===== src/core/bus_cycle_regs.svh =====
// Constants of the local bus cycle unit: cycle status codes and resets.
// Assumes one clock, each bus state lasting one clock period.
// Contract
// Lock output goes low after prefix decode.
// Lock releases after last cycle of instruction.
// Request during lock is recorded, granted later.
// Wait repeats until test input is low.
// Waiting with full queue issues no fetches.
// Bus request during wait floats all outputs.
// Interrupt during wait serviced after bus regained.
// Strap high gives strobes, low gives status.
// Every cycle starts in T1 with address strobe.
// Memory or I/O select holds T1 through T4.
// Read floats address and strobes from T2.
// Target drives data and ready during read.
// Write data driven from T2 until T4.
// Store strobe active T2, T3 and waits.
// High enable and address bit choose lanes.
// Even bytes low lanes, odd bytes high.
// Acknowledge uses read timing, no address.
// Two acknowledge cycles, bus left inactive.
// Type byte times four gives vector pointer.
// Ready sampled, wait states while it is low.
// Maximum mode status encodes the cycle type.
// Status goes inactive in state before T4; halt cycles keep it active in T1.
`ifndef BUS_CYCLE_REGS_SVH
`define BUS_CYCLE_REGS_SVH
`define ST_INTERRUPT_ACK 3'h0
`define ST_IORD 3'h1
`define ST_IOWR 3'h2
`define ST_HALT 3'h3
`define ST_CODE 3'h4
`define ST_MRD 3'h5
`define ST_MWR 3'h6
`define ST_INACTIVE 3'h7
`define BUS_RST 16'h0000
`define VEC_ZERO_BITS 2'h0
`define MODE_MIN_RST 1'h1
`endif


===== src/core/bus_cycle_pkg.sv =====
// Types used by the bus cycle unit only: cycle kinds and bus states.
// Assumes the constants header is included where codes are needed.
package bus_cycle_pkg;
    typedef enum logic [2:0] {
        K_CODE, K_MRD, K_MWR, K_IORD, K_IOWR, K_INTERRUPT_ACK, K_HALT
    } cycle_kind_e;
    typedef enum logic [2:0] {
        S_IDLE, S_T1, S_T2, S_T3, S_TW, S_T4, S_HOLD
    } bus_state_e;
endpackage


===== src/core/arb_if.sv =====
// Signals between the bus sequencer and the lock arbiter.
// Assumes both ends share the sequencer clock.
`timescale 1ns/1ps
interface arb_if;
    logic lock_prefix;
    logic cycle_end;
    logic last_cycle;
    logic in_hold;
    logic rq;
    logic locked;
    logic want;
    logic grant;
    modport core (output lock_prefix, cycle_end, last_cycle, in_hold, rq,
                  input locked, want, grant);
    modport arb (input lock_prefix, cycle_end, last_cycle, in_hold, rq,
                 output locked, want, grant);
endinterface


===== src/core/cpu_local_bus_cycle_unit.sv =====
// Local bus cycle sequencer: T1..T4 with waits, both strap modes.
// Assumes the core gives one request at a time and holds it until ack.
`timescale 1ns/1ps
`include "bus_cycle_regs.svh"
module cpu_local_bus_cycle_unit (
    input wire logic clk_i,           // Processor clock, 25 MHz.
    input wire logic rst_i,           // Asynchronous reset, high.
    input wire logic mode_strap_i,    // High minimum, low maximum.
    input wire logic req_i,           // Core wants a bus cycle.
    input wire logic [2:0] kind_i,    // Cycle kind code.
    input wire logic [15:0] addr_i,   // Byte address.
    input wire logic word_i,          // Whole word transfer.
    input wire logic [15:0] wdata_i,  // Write data, byte in low half.
    input wire logic last_i,          // Last cycle of instruction.
    output logic ack_o,               // Request taken this cycle.
    output logic done_o,              // Cycle in T4.
    output logic [15:0] rdata_o,      // Read data, byte in low half.
    output logic [9:0] vector_o,      // Vector table pointer.
    output logic vector_valid_o,      // Vector pointer updated.
    input wire logic lock_prefix_i,   // Lock prefix decoded, pulse.
    output logic lock_n_o,            // Bus lock, low active.
    input wire logic request_grant_i, // Other master asks for bus.
    output logic request_grant_o,     // Bus handed over.
    input wire logic wait_active_i,   // Core executing wait.
    input wire logic test_n_i,        // Test input, low active.
    input wire logic queue_full_i,    // Prefetch queue full.
    input wire logic intr_i,          // Interrupt request.
    input wire logic int_enable_i,    // Interrupts enabled.
    output logic wait_done_o,         // Wait may end.
    output logic refetch_wait_o,      // Refetch wait, pulse.
    input wire logic ready_i,         // Target ready.
    output logic address_latch_strobe_o, // Address strobe.
    output logic [15:0] multiplexed_bus_o, // Bus output value.
    input wire logic [15:0] multiplexed_bus_i, // Bus input value.
    output logic multiplexed_bus_oe_n_o, // Bus enable, low drives.
    output logic memory_or_io_select_o, // High memory, low I/O.
    output logic read_strobe_n_o,     // Read strobe, low active.
    output logic store_strobe_n_o,    // Write strobe, low active.
    output logic interrupt_ack_n_o,   // Acknowledge, low active.
    output logic high_byte_enable_n_o, // High lane enable, low.
    output logic transceiver_direction_o, // High transmit.
    output logic transceiver_output_enable_n_o, // Low enables.
    output logic [2:0] cycle_status_o, // Coded cycle status.
    output logic ctl_oe_n_o           // Control pins enable, low.
);
    bus_cycle_pkg::bus_state_e state_r, state_nxt;
    bus_cycle_pkg::cycle_kind_e kind_r, kind_nxt;
    logic [15:0] addr_r, wdata_r, bus_r, rdata_r;
    logic [9:0] vector_r;
    logic word_r, last_r, second_r, auto_r, int_wait_r;
    logic mode_min_r, strap_done_r, vec_valid_r;
    logic start_user, load, strobe, in_cyc, ready_edge;
    logic is_rd, is_wr, is_interrupt_ack, is_mem, min_mode;
    logic [15:0] wr_lanes, rd_lanes;
    arb_if a ();

    lock_arbiter u_arb (
        .clk_i(clk_i),
        .rst_i(rst_i),
        .a(a.arb)
    );

    // The strap is caught once, on the first edge after reset ends.
    always_ff @(posedge clk_i or posedge rst_i) begin
        if (rst_i) begin
            mode_min_r <= `MODE_MIN_RST;
            strap_done_r <= 1'b0;
        end else if (!strap_done_r) begin
            mode_min_r <= mode_strap_i;
            strap_done_r <= 1'b1;
        end
    end
    assign min_mode = mode_min_r;

    // Kind decode of the cycle in flight.
    assign is_rd = kind_r inside {bus_cycle_pkg::K_CODE,
        bus_cycle_pkg::K_MRD, bus_cycle_pkg::K_IORD};
    assign is_wr = kind_r inside {bus_cycle_pkg::K_MWR,
        bus_cycle_pkg::K_IOWR};
    assign is_interrupt_ack = kind_r == bus_cycle_pkg::K_INTERRUPT_ACK;
    assign is_mem = kind_r inside {bus_cycle_pkg::K_CODE,
        bus_cycle_pkg::K_MRD, bus_cycle_pkg::K_MWR};
    assign strobe = state_r inside {bus_cycle_pkg::S_T2,
        bus_cycle_pkg::S_T3, bus_cycle_pkg::S_TW};
    assign in_cyc = strobe || state_r == bus_cycle_pkg::S_T1 ||
        state_r == bus_cycle_pkg::S_T4;
    assign ready_edge = ready_i && (state_r == bus_cycle_pkg::S_T3 ||
        state_r == bus_cycle_pkg::S_TW);

    // Fetches stop while a wait spins on a full queue.
    assign start_user = req_i && !(wait_active_i && queue_full_i &&
        bus_cycle_pkg::cycle_kind_e'(kind_i) == bus_cycle_pkg::K_CODE);
    assign load = state_r == bus_cycle_pkg::S_IDLE && !a.want &&
        (int_wait_r || start_user);
    assign ack_o = load && !int_wait_r;
    assign kind_nxt = int_wait_r ? bus_cycle_pkg::K_INTERRUPT_ACK :
        bus_cycle_pkg::cycle_kind_e'(kind_i);

    // Sequencer; a pending grant outranks a new cycle when idle.
    always_comb begin
        state_nxt = state_r;
        unique case (state_r)
            bus_cycle_pkg::S_IDLE: begin
                if (a.want) begin
                    state_nxt = bus_cycle_pkg::S_HOLD;
                end else if (load) begin
                    state_nxt = bus_cycle_pkg::S_T1;
                end
            end
            bus_cycle_pkg::S_T1: begin
                state_nxt = (kind_r == bus_cycle_pkg::K_HALT) ?
                    bus_cycle_pkg::S_T4 : bus_cycle_pkg::S_T2;
            end
            bus_cycle_pkg::S_T2: begin
                state_nxt = bus_cycle_pkg::S_T3;
            end
            bus_cycle_pkg::S_T3, bus_cycle_pkg::S_TW: begin
                state_nxt = ready_i ? bus_cycle_pkg::S_T4 :
                    bus_cycle_pkg::S_TW;
            end
            bus_cycle_pkg::S_T4: begin
                state_nxt = (is_interrupt_ack && !second_r) ?
                    bus_cycle_pkg::S_T1 : bus_cycle_pkg::S_IDLE;
            end
            bus_cycle_pkg::S_HOLD: begin
                if (!request_grant_i) begin
                    state_nxt = bus_cycle_pkg::S_IDLE;
                end
            end
        endcase
    end

    always_ff @(posedge clk_i or posedge rst_i) begin
        if (rst_i) begin
            state_r <= bus_cycle_pkg::S_IDLE;
        end else begin
            state_r <= state_nxt;
        end
    end

    // Request fields are held for the whole cycle or acknowledge pair.
    always_ff @(posedge clk_i or posedge rst_i) begin
        if (rst_i) begin
            kind_r <= bus_cycle_pkg::K_CODE;
            addr_r <= `BUS_RST;
            wdata_r <= `BUS_RST;
            word_r <= 1'b0;
            last_r <= 1'b0;
            auto_r <= 1'b0;
        end else if (load) begin
            kind_r <= kind_nxt;
            addr_r <= addr_i;
            wdata_r <= wdata_i;
            word_r <= word_i;
            last_r <= last_i;
            auto_r <= int_wait_r;
        end
    end

    // Marks the second of the two acknowledge cycles.
    always_ff @(posedge clk_i or posedge rst_i) begin
        if (rst_i) begin
            second_r <= 1'b0;
        end else if (state_r == bus_cycle_pkg::S_T4 && is_interrupt_ack) begin
            second_r <= !second_r;
        end
    end

    // An interrupt seen while a wait is held off the bus is kept until
    // the bus comes back; set and clear happen in different states.
    always_ff @(posedge clk_i or posedge rst_i) begin
        if (rst_i) begin
            int_wait_r <= 1'b0;
        end else if (state_r == bus_cycle_pkg::S_HOLD && wait_active_i &&
                     intr_i && int_enable_i) begin
            int_wait_r <= 1'b1;
        end else if (load) begin
            int_wait_r <= 1'b0;
        end
    end

    // Even bytes use the low lanes, odd bytes the high lanes.
    assign wr_lanes = word_r ? wdata_r : (addr_r[0] ?
        {wdata_r[7:0], 8'h00} : {8'h00, wdata_r[7:0]});
    assign rd_lanes = word_r ? multiplexed_bus_i : (addr_r[0] ?
        {8'h00, multiplexed_bus_i[15:8]} :
        {8'h00, multiplexed_bus_i[7:0]});

    // Address goes out in T1, write data replaces it from T2.
    always_ff @(posedge clk_i or posedge rst_i) begin
        if (rst_i) begin
            bus_r <= `BUS_RST;
        end else if (load) begin
            bus_r <= addr_i;
        end else if (state_r == bus_cycle_pkg::S_T1) begin
            bus_r <= wr_lanes;
        end
    end

    // Read data and the type byte are taken on the ready edge.
    always_ff @(posedge clk_i or posedge rst_i) begin
        if (rst_i) begin
            rdata_r <= `BUS_RST;
            vector_r <= 10'h000;
            vec_valid_r <= 1'b0;
        end else begin
            vec_valid_r <= 1'b0;
            if (ready_edge && is_rd) begin
                rdata_r <= rd_lanes;
            end
            if (ready_edge && is_interrupt_ack && second_r) begin
                vector_r <= {multiplexed_bus_i[7:0],
                    `VEC_ZERO_BITS};
                vec_valid_r <= 1'b1;
            end
        end
    end

    assign a.lock_prefix = lock_prefix_i;
    assign a.cycle_end = state_r == bus_cycle_pkg::S_T4;
    assign a.last_cycle = last_r;
    assign a.in_hold = state_r == bus_cycle_pkg::S_HOLD;
    assign a.rq = request_grant_i;
    assign lock_n_o = !a.locked;
    assign request_grant_o = a.grant;
    assign ctl_oe_n_o = state_r == bus_cycle_pkg::S_HOLD;
    assign wait_done_o = wait_active_i && !test_n_i;
    assign refetch_wait_o = state_r == bus_cycle_pkg::S_T4 && is_interrupt_ack &&
        second_r && auto_r;
    assign done_o = state_r == bus_cycle_pkg::S_T4;
    assign rdata_o = rdata_r;
    assign vector_o = vector_r;
    assign vector_valid_o = vec_valid_r;

    // Pin decode; acknowledge cycles never drive the multiplexed bus.
    assign address_latch_strobe_o = state_r == bus_cycle_pkg::S_T1;
    assign multiplexed_bus_o = bus_r;
    assign multiplexed_bus_oe_n_o = !((state_r == bus_cycle_pkg::S_T1 &&
        !is_interrupt_ack) || (is_wr && in_cyc));
    assign memory_or_io_select_o = in_cyc && is_mem;
    assign read_strobe_n_o = !(min_mode && is_rd && strobe);
    assign store_strobe_n_o = !(min_mode && is_wr && strobe);
    assign interrupt_ack_n_o = !(min_mode && is_interrupt_ack && strobe);
    assign high_byte_enable_n_o = !(word_r || addr_r[0]);
    assign transceiver_direction_o = !(in_cyc && (is_rd || is_interrupt_ack));
    assign transceiver_output_enable_n_o = !(strobe ||
        (is_wr && state_r == bus_cycle_pkg::S_T4));

    // Status drops to inactive in the state that leads into T4, except in the T1 of a halt cycle.
    always_comb begin
        cycle_status_o = `ST_INACTIVE;
        if (!min_mode && (state_r == bus_cycle_pkg::S_T1 ||
            state_r == bus_cycle_pkg::S_T2 || (strobe && !ready_edge))) begin
            unique case (kind_r)
                bus_cycle_pkg::K_CODE: cycle_status_o = `ST_CODE;
                bus_cycle_pkg::K_MRD: cycle_status_o = `ST_MRD;
                bus_cycle_pkg::K_MWR: cycle_status_o = `ST_MWR;
                bus_cycle_pkg::K_IORD: cycle_status_o = `ST_IORD;
                bus_cycle_pkg::K_IOWR: cycle_status_o = `ST_IOWR;
                bus_cycle_pkg::K_INTERRUPT_ACK: cycle_status_o = `ST_INTERRUPT_ACK;
                bus_cycle_pkg::K_HALT: cycle_status_o = `ST_HALT;
            endcase
        end
    end

    chk_strobe_addr_t1: assert property (@(posedge clk_i) disable iff
        (rst_i) state_r == bus_cycle_pkg::S_IDLE && load ##1 !is_interrupt_ack
        |-> address_latch_strobe_o && !multiplexed_bus_oe_n_o &&
        multiplexed_bus_o == $past(addr_i))
        else $error("T1 lacks address or strobe.");
    chk_mio_steady: assert property (@(posedge clk_i) disable iff
        (rst_i) in_cyc && state_r != bus_cycle_pkg::S_T1
        |-> $stable(memory_or_io_select_o))
        else $error("Memory select moved mid cycle.");
    chk_read_float_t2: assert property (@(posedge clk_i) disable iff
        (rst_i) state_r == bus_cycle_pkg::S_T1 && is_rd && min_mode
        |=> multiplexed_bus_oe_n_o && !read_strobe_n_o)
        else $error("Read T2 bus or strobe wrong.");
    chk_write_data_hold: assert property (@(posedge clk_i) disable iff
        (rst_i) state_r == bus_cycle_pkg::S_T2 && is_wr
        |-> !multiplexed_bus_oe_n_o throughout
        (##[1:300] state_r == bus_cycle_pkg::S_T4))
        else $error("Write data dropped before T4.");
    chk_store_strobe: assert property (@(posedge clk_i) disable iff
        (rst_i) is_wr && min_mode && strobe |-> !store_strobe_n_o ##0
        (state_r != bus_cycle_pkg::S_T4))
        else $error("Store strobe missing.");
    chk_byte_lanes: assert property (@(posedge clk_i) disable iff
        (rst_i) in_cyc && !word_r && !addr_r[0]
        |-> high_byte_enable_n_o)
        else $error("High lane enabled for even byte.");
    chk_interrupt_ack_bus_idle: assert property (@(posedge clk_i) disable iff
        (rst_i) in_cyc && is_interrupt_ack |-> multiplexed_bus_oe_n_o)
        else $error("Bus driven in acknowledge.");
    chk_wait_on_ready: assert property (@(posedge clk_i) disable iff
        (rst_i) state_r == bus_cycle_pkg::S_T3 && !ready_i
        |=> state_r == bus_cycle_pkg::S_TW)
        else $error("No wait state inserted.");
    chk_status_early: assert property (@(posedge clk_i) disable iff
        (rst_i) state_r == bus_cycle_pkg::S_T4 && $past(strobe)
        |-> $past(cycle_status_o) == `ST_INACTIVE)
        else $error("Status active just before T4.");
    chk_float_hold: assert property (@(posedge clk_i) disable iff
        (rst_i) request_grant_o |-> ctl_oe_n_o &&
        multiplexed_bus_oe_n_o)
        else $error("Outputs driven while granted.");
    chk_no_fetch_full: assert property (@(posedge clk_i) disable iff
        (rst_i) wait_active_i && queue_full_i && ack_o
        |-> kind_i != 3'h0)
        else $error("Fetch issued on full queue.");
    chk_max_no_strobe: assert property (@(posedge clk_i) disable iff
        (rst_i) !min_mode |-> read_strobe_n_o && store_strobe_n_o)

        else $error("Strobes driven in maximum mode.");
    cov_read_wait: cover property (@(posedge clk_i) disable iff (rst_i)
        state_r == bus_cycle_pkg::S_TW && is_rd ##1
        state_r == bus_cycle_pkg::S_T4);
    cov_interrupt_ack_pair: cover property (@(posedge clk_i) disable iff (rst_i)
        vec_valid_r);
    cov_hold_grant: cover property (@(posedge clk_i) disable iff (rst_i)
        request_grant_o && wait_active_i);
    cov_wait_refetch: cover property (@(posedge clk_i) disable iff (rst_i)
        refetch_wait_o);
endmodule


===== src/core/lock_arbiter.sv =====
// Bus lock and request/grant deferral for the local bus.
// Assumes the sequencer reports cycle ends and the hold state.
`timescale 1ns/1ps
module lock_arbiter (
    input wire logic clk_i, // Processor clock.
    input wire logic rst_i, // Asynchronous reset, active high.
    arb_if.arb a            // Link to the sequencer.
);
    logic locked_r;
    logic pend_r;
    logic grant_r;

    // Lock rises the cycle after the prefix; a new prefix beats release.
    always_ff @(posedge clk_i or posedge rst_i) begin
        if (rst_i) begin
            locked_r <= 1'b0;
        end else if (a.lock_prefix) begin
            locked_r <= 1'b1;
        end else if (a.cycle_end && a.last_cycle) begin
            locked_r <= 1'b0;
        end
    end

    // A request is remembered until the hold state takes it over.
    always_ff @(posedge clk_i or posedge rst_i) begin
        if (rst_i) begin
            pend_r <= 1'b0;
        end else if (a.rq && !grant_r && !a.in_hold) begin
            pend_r <= 1'b1;
        end else if (a.in_hold) begin
            pend_r <= 1'b0;
        end
    end

    // Grant only inside the hold state, so it never overlaps a cycle.
    always_ff @(posedge clk_i or posedge rst_i) begin
        if (rst_i) begin
            grant_r <= 1'b0;
        end else begin
            grant_r <= a.in_hold && a.rq;
        end
    end

    assign a.locked = locked_r;
    assign a.want = pend_r && !locked_r;
    assign a.grant = grant_r;

    chk_lock_after_prefix: assert property (@(posedge clk_i) disable iff
        (rst_i) a.lock_prefix |=> locked_r)
        else $error("Lock did not follow prefix.");
    chk_lock_release: assert property (@(posedge clk_i) disable iff
        (rst_i) a.cycle_end && a.last_cycle && !a.lock_prefix
        |=> !locked_r)
        else $error("Lock not released after last cycle.");
    chk_no_grant_locked: assert property (@(posedge clk_i) disable iff
        (rst_i) locked_r |-> !a.want)
        else $error("Request honoured while locked.");
endmodule


===== config.mk =====
export PLATFORM = sky130hd
export DESIGN_NAME = cpu_local_bus_cycle_unit
export DESIGN_NICKNAME = d
export VERILOG_FILES = /design/src/core/bus_cycle_pkg.sv /design/src/core/arb_if.sv /design/src/core/cpu_local_bus_cycle_unit.sv /design/src/core/lock_arbiter.sv
export VERILOG_INCLUDE_DIRS = /design/src /design/src/core
export SDC_FILE = /design/constraint.sdc
export NUM_CORES = 1
export LEC_CHECK = 0
export ABC_AREA = 1
export BUFFER_PORTS_ARGS = -buffer_cell sky130_fd_sc_hd__buf_2
export CAP_MARGIN = 10
export CORE_MARGIN = 8
export CORE_UTILIZATION = 50
export CTS_CLUSTER_SIZE = 8
export DETAILED_ROUTE_END_ITERATION = 8
export PLACE_DENSITY = 0.81
export SLEW_MARGIN = 20
export SYNTH_ARGS = -nofsm -noshare
export SYNTH_HDL_FRONTEND = slang
export SYNTH_HIERARCHICAL = 1
export SYNTH_SLANG_ARGS = --single-unit

===== constraint.sdc =====
create_clock -name clk_i -period 2.85 [get_ports clk_i]
set_clock_uncertainty 0.15 [all_clocks]
set_input_delay 0.1425 -clock clk_i [delete_from_list [all_inputs] [get_ports clk_i]]
set_output_delay 0.1425 -clock clk_i [all_outputs]
set_load 0.005 [all_outputs]

==> impl_metrics.env, run 1 <==
export IMPL_status="completed"
export IMPL_rsz0062_at_grt="false"
export IMPL_hp_start="ready_i"
export IMPL_grt_util_all_layers_pct=22.76
export IMPL_ir_worst_vdd_mv=0.5252
export IMPL_max_freq_mhz=440.1
export IMPL_num_vias=3630
export IMPL_die_w_um=99.66
export IMPL_yosys_warnings=6
export IMPL_crit_required_ns=2.56
export IMPL_critPathArrivalTime_ns=1.98
export IMPL_period_share_pct=79.72
export IMPL_crit_family="buffers and inverters"
export IMPL_worstMarginPinSlew_ns=0.7117
export IMPL_drive_gt1_share_pct=26.63
export IMPL_hold_violations=0
export IMPL_area_growth_pct=41.33
export IMPL_synth_edf_count=0
export IMPL_ios=127
export IMPL_end_kind="primary output"
export IMPL_min_period_ns=2.272
export IMPL_place_area_um2=4159
export IMPL_hold_depth=4
export IMPL_whs_endpoint="rdata_o[0]"
export IMPL_firstDrtPassIters=5
export IMPL_grt_overflow_total=0
export IMPL_grt_max_degree=49
export IMPL_routed_wl_um=11130
export IMPL_post_dp_hpwl_um=7088
export IMPL_avgSynthCellArea_um2=8.177
export IMPL_layout_commonest_cell="nand2_1"
export IMPL_gp_congestion=0.8464
export IMPL_r2r_setup_slack_ns=0.73
export IMPL_r2r_end="rdata_o[3]"
export IMPL_ys_ff_latch=74
export IMPL_grt_pass1_vias=3716
export IMPL_cts_resized_gates=0
export IMPL_final_cell_mix="nand2_1 (137), buf_2 (124), dfrtp_1 (73), nand3_1 (59), dlygate4sd3_1 (59)"
export IMPL_fin_nets=672
export IMPL_cts_buffers=9
export IMPL_powerDensity_nw_per_um2=930.3
export IMPL_cp_slowest_cell="dfrtp_1"
export IMPL_clk_pin_slew_ns=0.08
export IMPL_async_flop_share_pct=100.0
export IMPL_start_util_pct=51.51
export IMPL_critPathKind="reg -> out"
export IMPL_critical_path_startpoint_type="flip-flop"
export IMPL_setup_violations=0
export IMPL_p_total_w=0.004601
export IMPL_layout_setup_ws_ns=0.5779
export IMPL_grt_antenna_before_repair=1
export IMPL_path_max_fanout=48
export IMPL_syn_area_um2=3500
export IMPL_cts_sinks=74
export IMPL_cts_path_max_buffers=2
export IMPL_cp_num_cells=7
export IMPL_dp_slack_ns=0.8205
export IMPL_slew_headroom_pct=52.48
export IMPL_worstReg2RegStart="word_r"
export IMPL_synth_ff_type="dfrtp_1"
export IMPL_num_rows=30
export IMPL_clockRootBuffer="clkbuf_8"
export IMPL_path_buf_inv=3
export IMPL_antenna_left=0
export IMPL_viasPerCell=5.120
export IMPL_hold_ws_ns=0.04438
export IMPL_synth_cell_types=27
export IMPL_h_tree_depth=3
export IMPL_cts_tree="built"
export IMPL_rr_worst_depth=4
export IMPL_final_area_um2=4946
export IMPL_drv_cap=0
export IMPL_die_y_um=99.66
export IMPL_path_cells="nor2_1 -> nand3_1 -> a21oi_4 -> buf_4 -> nand2_1 -> inv_1 -> buf_2"
export IMPL_core_area_um2=6794
export IMPL_cpPeakStageDelay_ns=0.42
export IMPL_synthCells=428
export IMPL_wire_per_inst_um=15.70
export IMPL_hold_path_class="in -> reg"
export IMPL_slew_viol_final=0
export IMPL_power_leakage_nw=2.707
export IMPL_io_buffers=124
export IMPL_fin_tns_setup_ns=0
export IMPL_grt_pass1_wl_um=18130
export IMPL_drc=0
export IMPL_ys_seq_area_share_pct=52.95
export IMPL_first_iter_violations=157
export IMPL_clkLatencyLatePin_ns=0.35
export IMPL_die_area_um2=9932
[report_power, final]
part | total, W | internal (W) | leakage [nW] | switching (W)
registers | 0.00178 | 0.00148 | 0.936 | 0.000306
clock network | 0.000813 | 0.000403 | 0.0990 | 0.000410
logic | 0.00201 | 0.000784 | 1.67 | 0.00122
[cell type report]
| class | count | area (um^2) |
|---|---|---|
| Antenna cell | 1 | 2.502 |
| Clock buffer | 9 | 123.9 |
| Clock inverter | 7 | 70.07 |
| Fill cell | 503 | 1848 |
| Inverter | 43 | 161.4 |
| Multi-Input combinational cell | 293 | 1369 |
| Sequential cell | 74 | 1853 |
| Tap cell | 96 | 120.1 |
| Timing Repair Buffer | 186 | 1246 |
[tightest hold or removal path, stage by stage]
cell and delay, ns:
buf_2 0.10, nand2_2 0.11, o21ai_0 0.08, o21ai_1 0.07
[per-layer routing]
metal	track usage, %	share of wire, %	vias to the layer above
met5	0	0	-
met4	7.683	2.0	0
met3	7.612	9.4	24
met2	37.92	49	199
met1	26.76	39	1683
li1	-	-	1724
[cells in the mapped netlist (2+ instances only)]
library cell | number | area share, %
nor2_2 | 3 | 0.54
mux2i_1 | 7 | 2.0
buf_2 | 6 | 0.86
nor2_1 | 16 | 1.7
o21ai_0 | 29 | 4.1
inv_1 | 38 | 4.1
dfrtp_1 | 73 | 52
buf_6 | 3 | 0.97
nand2_1 | 137 | 15
a21oi_1 | 13 | 1.9
nand3_1 | 59 | 8.4
o22ai_1 | 4 | 0.71
a21oi_2 | 3 | 0.75
inv_2 | 5 | 0.54
buf_4 | 7 | 1.5
clkbuf_1 | 3 | 0.32
conb_1 | 2 | 0.21
nand2_2 | 5 | 0.89
o21ai_1 | 7 | 1.0
[worst max-delay path by stage]
stage              endpoint         start  slack, ns
3_3_place_gp     rdata_o[4]        word_r       0.98
5_1_grt               ack_o  u_arb/pend_r       0.43
6_report              ack_o    state_r[0]       0.58
3_5_place_dp     rdata_o[6]        word_r       0.82
4_1_cts               ack_o    state_r[0]       0.55
2_1_floorplan  a.last_cycle         rst_i       0.76
[cells by family after synthesis]
| family | count (synthesis) | synth area share, % |
|---|---|---|
| mux | 8 | 2.324 |
| other cells | 2 | 0.2146 |
| flops | 74 | 52.95 |
| buf+inv | 62 | 8.259 |
| compound gates | 58 | 8.902 |
| simple gates | 224 | 27.35 |
[stage by stage]
stage          instances  utilization [%]
3_3_place_gp         633            61.22
3_5_place_dp         633            61.22
5_1_grt              709            72.80
4_1_cts              708            72.76
6_report             709            72.80
2_1_floorplan        429                -
[flip-flops by register name (all words and copies together), names as in the netlist]
signal	cells
rdata_o	16
state_r	3
vector_o	8
word_r	1
u_arb/a.grant	1
multiplexed_bus_o	16
vector_valid_o	1
min_mode	1
u_arb/pend_r	1
wdata_r	16
auto_r	1
second_r	1
kind_r	3
strap_done_r	1
u_arb/a.locked	1
a.last_cycle	1
addr_r	1
int_wait_r	1
[repair_timing]
action                    in CTS  in global routing
hold buffers                  59                  0
hold endpoints to repair     103                  0
buffers inserted               0                  0
Note: power is estimated with default switching activity, not from simulation.
==> run 2: changes to the inputs <==
==> constraint.sdc (replaced) <==
create_clock -name clk_i -period 2.3 [get_ports clk_i]
set_clock_uncertainty 0.15 [all_clocks]
set_input_delay 0.115 -clock clk_i [delete_from_list [all_inputs] [get_ports clk_i]]
set_output_delay 0.115 -clock clk_i [all_outputs]
set_load 0.005 [all_outputs]
==> impl_metrics.env, run 2 (synthesis results as in run 1) <==
export IMPL_status="completed"
export IMPL_worstReg2RegStart="u_arb/a.locked"
export IMPL_cts_path_max_buffers=2
export IMPL_num_rows=30
export IMPL_path_buf_inv=2
export IMPL_clockPowerShare_pct=18.7
export IMPL_fin_tns_setup_ns=0
export IMPL_p_sw_share_pct=42.02
export IMPL_slew_headroom_pct=52.58
export IMPL_switchingPower_w=0.002433
export IMPL_ios=127
export IMPL_critical_path_startpoint_type="flip-flop"
export IMPL_end_kind="primary output"
export IMPL_seq_power_share_pct=37.5
export IMPL_clockRootBuffer="clkbuf_8"
export IMPL_startpoint="state_r[2]"
export IMPL_crit_required_ns=2.04
export IMPL_cts_buffers=9
export IMPL_drv_cap=0
export IMPL_p_comb_share_pct=43.9
export IMPL_die_y_um=99.66
export IMPL_grt_pass1_wl_um=18450
export IMPL_ir_worst_vdd_mv=0.6208
export IMPL_max_freq_mhz=474.3
export IMPL_start_util_pct=51.51
export IMPL_num_vias=3664
export IMPL_wl_met1_um=4357
export IMPL_powerDensity_nw_per_um2=1157
export IMPL_clkLatencyLatePin_ns=0.35
export IMPL_grt_antenna_before_repair=1
export IMPL_p_int_w=0.003358
export IMPL_cpPeakStageDelay_ns=0.44
export IMPL_grt_max_degree=38
export IMPL_path_cells="nor3_1 -> nor2_2 -> inv_2 -> nand2_1 -> a21oi_2 -> nand2_1 -> buf_2"
export IMPL_clk_pin_slew_ns=0.09
export IMPL_highest_layer="met4"
export IMPL_drc=0
export IMPL_core_area_um2=6794
export IMPL_crit_top_cell="nand2_1"
export IMPL_fin_nets=676
export IMPL_first_iter_violations=200
export IMPL_routed_wl_met2_um=5365
export IMPL_io_buffers=124
export IMPL_grt_pass1_vias=3723
export IMPL_min_period_ns=2.108
export IMPL_rsz0062_at_grt="false"
export IMPL_area_growth_pct=43.01
export IMPL_cp_slowest_cell="dfrtp_1"
export IMPL_slew_viol_final=0
export IMPL_post_dp_hpwl_um=7088
export IMPL_path_max_fanout=5
export IMPL_grt_util_all_layers_pct=22.99
export IMPL_hold_path_class="in -> async"
export IMPL_cts_sinks=74
export IMPL_routed_wl_um=11090
export IMPL_crit_family="simple AND/OR/NAND/NOR gates"
export IMPL_firstDrtPassIters=5
export IMPL_gp_congestion=0.8527
export IMPL_worstMarginPinSlew_ns=0.7103
export IMPL_grt_overflow_total=0
export IMPL_viasPerCell=5.139
export IMPL_layout_commonest_cell="nand2_1"
export IMPL_hold_ws_ns=0.03582
export IMPL_power_leakage_nw=2.733
export IMPL_period_share_pct=91.66
export IMPL_die_w_um=99.66
export IMPL_cts_tree="built"
export IMPL_wire_per_inst_um=15.55
export IMPL_drive_gt1_share_pct=26.95
export IMPL_setup_violations=0
export IMPL_postLayoutCoreUtil_pct=73.66
export IMPL_critPathKind="reg -> out"
export IMPL_critPathArrivalTime_ns=1.84
export IMPL_hold_violations=0
export IMPL_h_tree_depth=3
export IMPL_antenna_left=0
export IMPL_wl_met3_um=1144
export IMPL_die_area_um2=9932
export IMPL_final_cell_mix="nand2_1 (137), buf_2 (124), dfrtp_1 (73), dlygate4sd3_1 (60), nand3_1 (59)"
[run 2: routing by layer]
layer | vias to the layer above | track usage, %
met3 | 21 | 7.612
met2 | 209 | 38.12
met1 | 1695 | 26.90
li1 | 1739 | -
met5 | - | 0
met4 | 0 | 8.615
[run 2: layout make-up]
cell class / instances / area, um^2
Clock buffer: 9 / 123.9
Inverter: 43 / 161.4
Timing Repair Buffer: 190 / 1291
Multi-Input combinational cell: 293 / 1369
Sequential cell: 74 / 1853
Tap cell: 96 / 120.1
Fill cell: 509 / 1789
Antenna cell: 1 / 2.502
Clock inverter: 7 / 83.83
[run 2: power groups by stage]
stage,clock (W),combinational [W],sequential [W]
2_1_floorplan,0,0.00158,0.00214
3_3_place_gp,0,0.00235,0.00216
3_5_place_dp,0,0.00243,0.00217
4_1_cts,0.00110,0.00252,0.00215
5_1_grt,0.00115,0.00288,0.00223
6_report,0.00108,0.00254,0.00217
[run 2: path summary, 6_finish.rpt]
path                       cells past startpoint                    end  slack, ns
max                                            7      cycle_status_o[2]       0.19
min reg2reg                                    2            rdata_o[11]       0.33
min                                            3          u_arb/a.grant       0.04
max reg2reg                                    7  multiplexed_bus_o[13]       0.39
max in group asynchronous                      4             wdata_r[5]       1.02
min in group clk_i                             5             state_r[0]       0.15
[run 2: metrics by stage]
step | cell area [um^2] | setup slack [ns] | std cells | total power [W]
finish | 5005 | 0.1918 | 713 | 0.005791
global route | 5005 | 0.04385 | 713 | 0.006253
CTS | 4995 | 0.1651 | 711 | 0.005768
detailed placement | 4187 | 0.4151 | 635 | 0.004605
global placement | 4187 | 0.5270 | 635 | 0.004504
floorplan | 3503 | 0.2401 | 429 | 0.003721
[run 2: worst min-delay path: cells and delay by family]
family / cells / cell delay [ns]
buf+inv: 3 / 0.77
[run 2: timing repair]
action / in CTS / in global routing
buffers inserted: 0 / 1
resized for setup: 0 / 0
hold buffers: 60 / 0
hold endpoints to repair: 105 / 0
endpoints found under the setup margin: 0 / 1
==> run 3: changes to the inputs <==
==> constraint.sdc (replaced) <==
create_clock -name clk_i -period 2.3 [get_ports clk_i]
set_clock_uncertainty 0.15 [all_clocks]
set_input_delay 0.115 -clock clk_i [delete_from_list [all_inputs] [get_ports clk_i]]
set_output_delay 0.115 -clock clk_i [all_outputs]
set_load 0.05 [all_outputs]
==> impl_metrics.env, run 3 (synthesis results as in run 1) <==
export IMPL_layout_setup_ws_ns=0.1504
export IMPL_routed_wl_um=10890
export IMPL_final_cell_mix="nand2_1 (137), buf_2 (124), dfrtp_1 (73), nand3_1 (59), dlygate4sd3_1 (59)"
export IMPL_ff_latch_area_um2=1853
export IMPL_worstMarginPinSlew_ns=0.6527
export IMPL_cts_tree="built"
export IMPL_path_cells="nor3_1 -> nor2_2 -> inv_2 -> nand2_1 -> a21oi_2 -> nand2_1 -> buf_2"
export IMPL_drive_gt1_share_pct=27.11
export IMPL_critPathArrivalTime_ns=1.88
export IMPL_io_buffers=124
export IMPL_dp_cells=635
export IMPL_cpPeakStageDelay_ns=0.44
export IMPL_hold_violations=0
export IMPL_area_growth_pct=42.44
export IMPL_die_y_um=99.66
export IMPL_core_area_um2=6794
export IMPL_fin_tns_setup_ns=0
export IMPL_crit_required_ns=2.04
export IMPL_first_iter_violations=181
export IMPL_ios=127
export IMPL_path_buf_inv=2
export IMPL_h_tree_depth=3
export IMPL_powerDensity_nw_per_um2=1435
export IMPL_clockRootBuffer="clkbuf_8"
export IMPL_critPathKind="reg -> out"
export IMPL_cts_buffers=9
export IMPL_crit_top_cell="nand2_1"
export IMPL_hold_path_class="in -> reg"
export IMPL_firstDrtPassIters=5
export IMPL_grt_pass1_vias=3817
export IMPL_grt_overflow_total=0
export IMPL_antenna_left=0
export IMPL_final_area_um2=4985
export IMPL_dp_slack_ns=0.4694
export IMPL_setup_violations=0
export IMPL_end_kind="primary output"
export IMPL_nFillCells=501
export IMPL_diodes=0
export IMPL_viasPerCell=5.112
export IMPL_die_area_um2=9932
export IMPL_clk_pin_slew_ns=0.08
export IMPL_period_share_pct=93.46
export IMPL_rsz0062_at_grt="false"
export IMPL_place_area_um2=4187
export IMPL_clkLatencyLatePin_ns=0.34
export IMPL_crit_family="simple AND/OR/NAND/NOR gates"
export IMPL_slew_headroom_pct=56.34
export IMPL_cts_path_max_buffers=2
export IMPL_cts_sinks=74
export IMPL_critical_path_startpoint_type="flip-flop"
export IMPL_num_rows=30
export IMPL_num_vias=3640
export IMPL_wire_per_inst_um=15.29
export IMPL_grt_antenna_before_repair=0
export IMPL_drv_cap=0
export IMPL_min_period_ns=2.150
export IMPL_slew_viol_final=0
export IMPL_finalNonFillerCells=712
export IMPL_post_dp_hpwl_um=7056
export IMPL_cts_resized_gates=0
export IMPL_path_max_fanout=5
export IMPL_grt_util_all_layers_pct=22.48
export IMPL_power_leakage_nw=2.727
export IMPL_start_util_pct=51.51
export IMPL_ir_worst_vdd_mv=0.8975
export IMPL_drc=0
export IMPL_grt_pass1_wl_um=18170
export IMPL_max_freq_mhz=465.2
export IMPL_gp_congestion=0.8498
export IMPL_cp_slowest_cell="dfrtp_1"
export IMPL_layout_commonest_cell="nand2_1"
export IMPL_grt_max_degree=56
export IMPL_status="completed"
export IMPL_multiInputGateArea_um2=1369
export IMPL_die_w_um=99.66
export IMPL_fin_nets=676
==> run 3: cell count changes in the layout (fill, tap and decap cells not counted), sizes merged <==
cell,delta
dlygate4sd3,-1
clkinvlp,+1
diode,-1
clkinv,+2
inv,-3
buf,+1
==> run 3: worst min-delay path, cell delays in order <==
cell	delay, ns
buf_2	0.11
nand2_2	0.11
o21ai_0	0.08
o21ai_1	0.07
==> run 3: path summary, 6_finish.rpt <==
check / cells past startpoint / endpoint / slack, ns / startpoint
hold reg to reg: 2 / wdata_r[12] / 0.34 / wdata_r[12]
setup / recovery: 7 / cycle_status_o[0] / 0.15 / state_r[2]
setup reg to reg: 7 / multiplexed_bus_o[7] / 0.41 / u_arb/a.locked
hold / removal: 4 / rdata_o[0] / 0.04 / ready_i
min in group asynchronous: 3 / u_arb/a.locked / 0.05 / rst_i
max in group asynchronous: 4 / min_mode / 1.16 / rst_i
==> run 3: report_power, final <==
part	switching, W	internal, W	total (W)
Combinational	0.00296	0.00103	0.00399
Clock	0.000493	0.000499	0.000992
Sequential	0.000343	0.00183	0.00217
Total	0.00379	0.00336	0.00715
==> run 3: layout make-up <==
| cell class | count | area share [%] |
|---|---|---|
| flip-flops and latches | 74 | 37.17 |
| repair buffers | 190 | 25.85 |
| clock inverters | 7 | 1.381 |
| multi-input cells | 293 | 27.46 |
| well taps | 96 | 2.410 |
| clock buffers | 9 | 2.485 |
| inverters | 43 | 3.238 |
==> run 3: what timing repair did <==
| item | CTS | global route |
|---|---|---|
| endpoints found under the hold margin | 94 | 0 |
| endpoints found under the setup margin | 0 | 1 |
| buffers inserted | 0 | 2 |
| hold buffers | 59 | 0 |
==> run 3: per-layer routing <==
| metal | up-vias | GRT usage [%] | wire length [um] |
|---|---|---|---|
| met4 | 0 | 5.937 | 132 |
| met2 | 170 | 38.74 | 5298 |
| li1 | 1736 | - | - |
| met1 | 1720 | 26.24 | 4420 |
| met3 | 14 | 7.053 | 1034 |
| met5 | - | 0 | 0 |
==> run 3: through the flow <==
step | util [%] | hold slack [ns] | total power (W)
finish | 73.37 | 0.03847 | 0.007152
global route | 73.37 | 0.04989 | 0.007633
CTS | 73.15 | 0.01391 | 0.007129
detailed placement | 61.62 | -0.1411 | 0.006043
global placement | 61.62 | -0.1393 | 0.005952
floorplan | - | -0.2814 | 0.005132
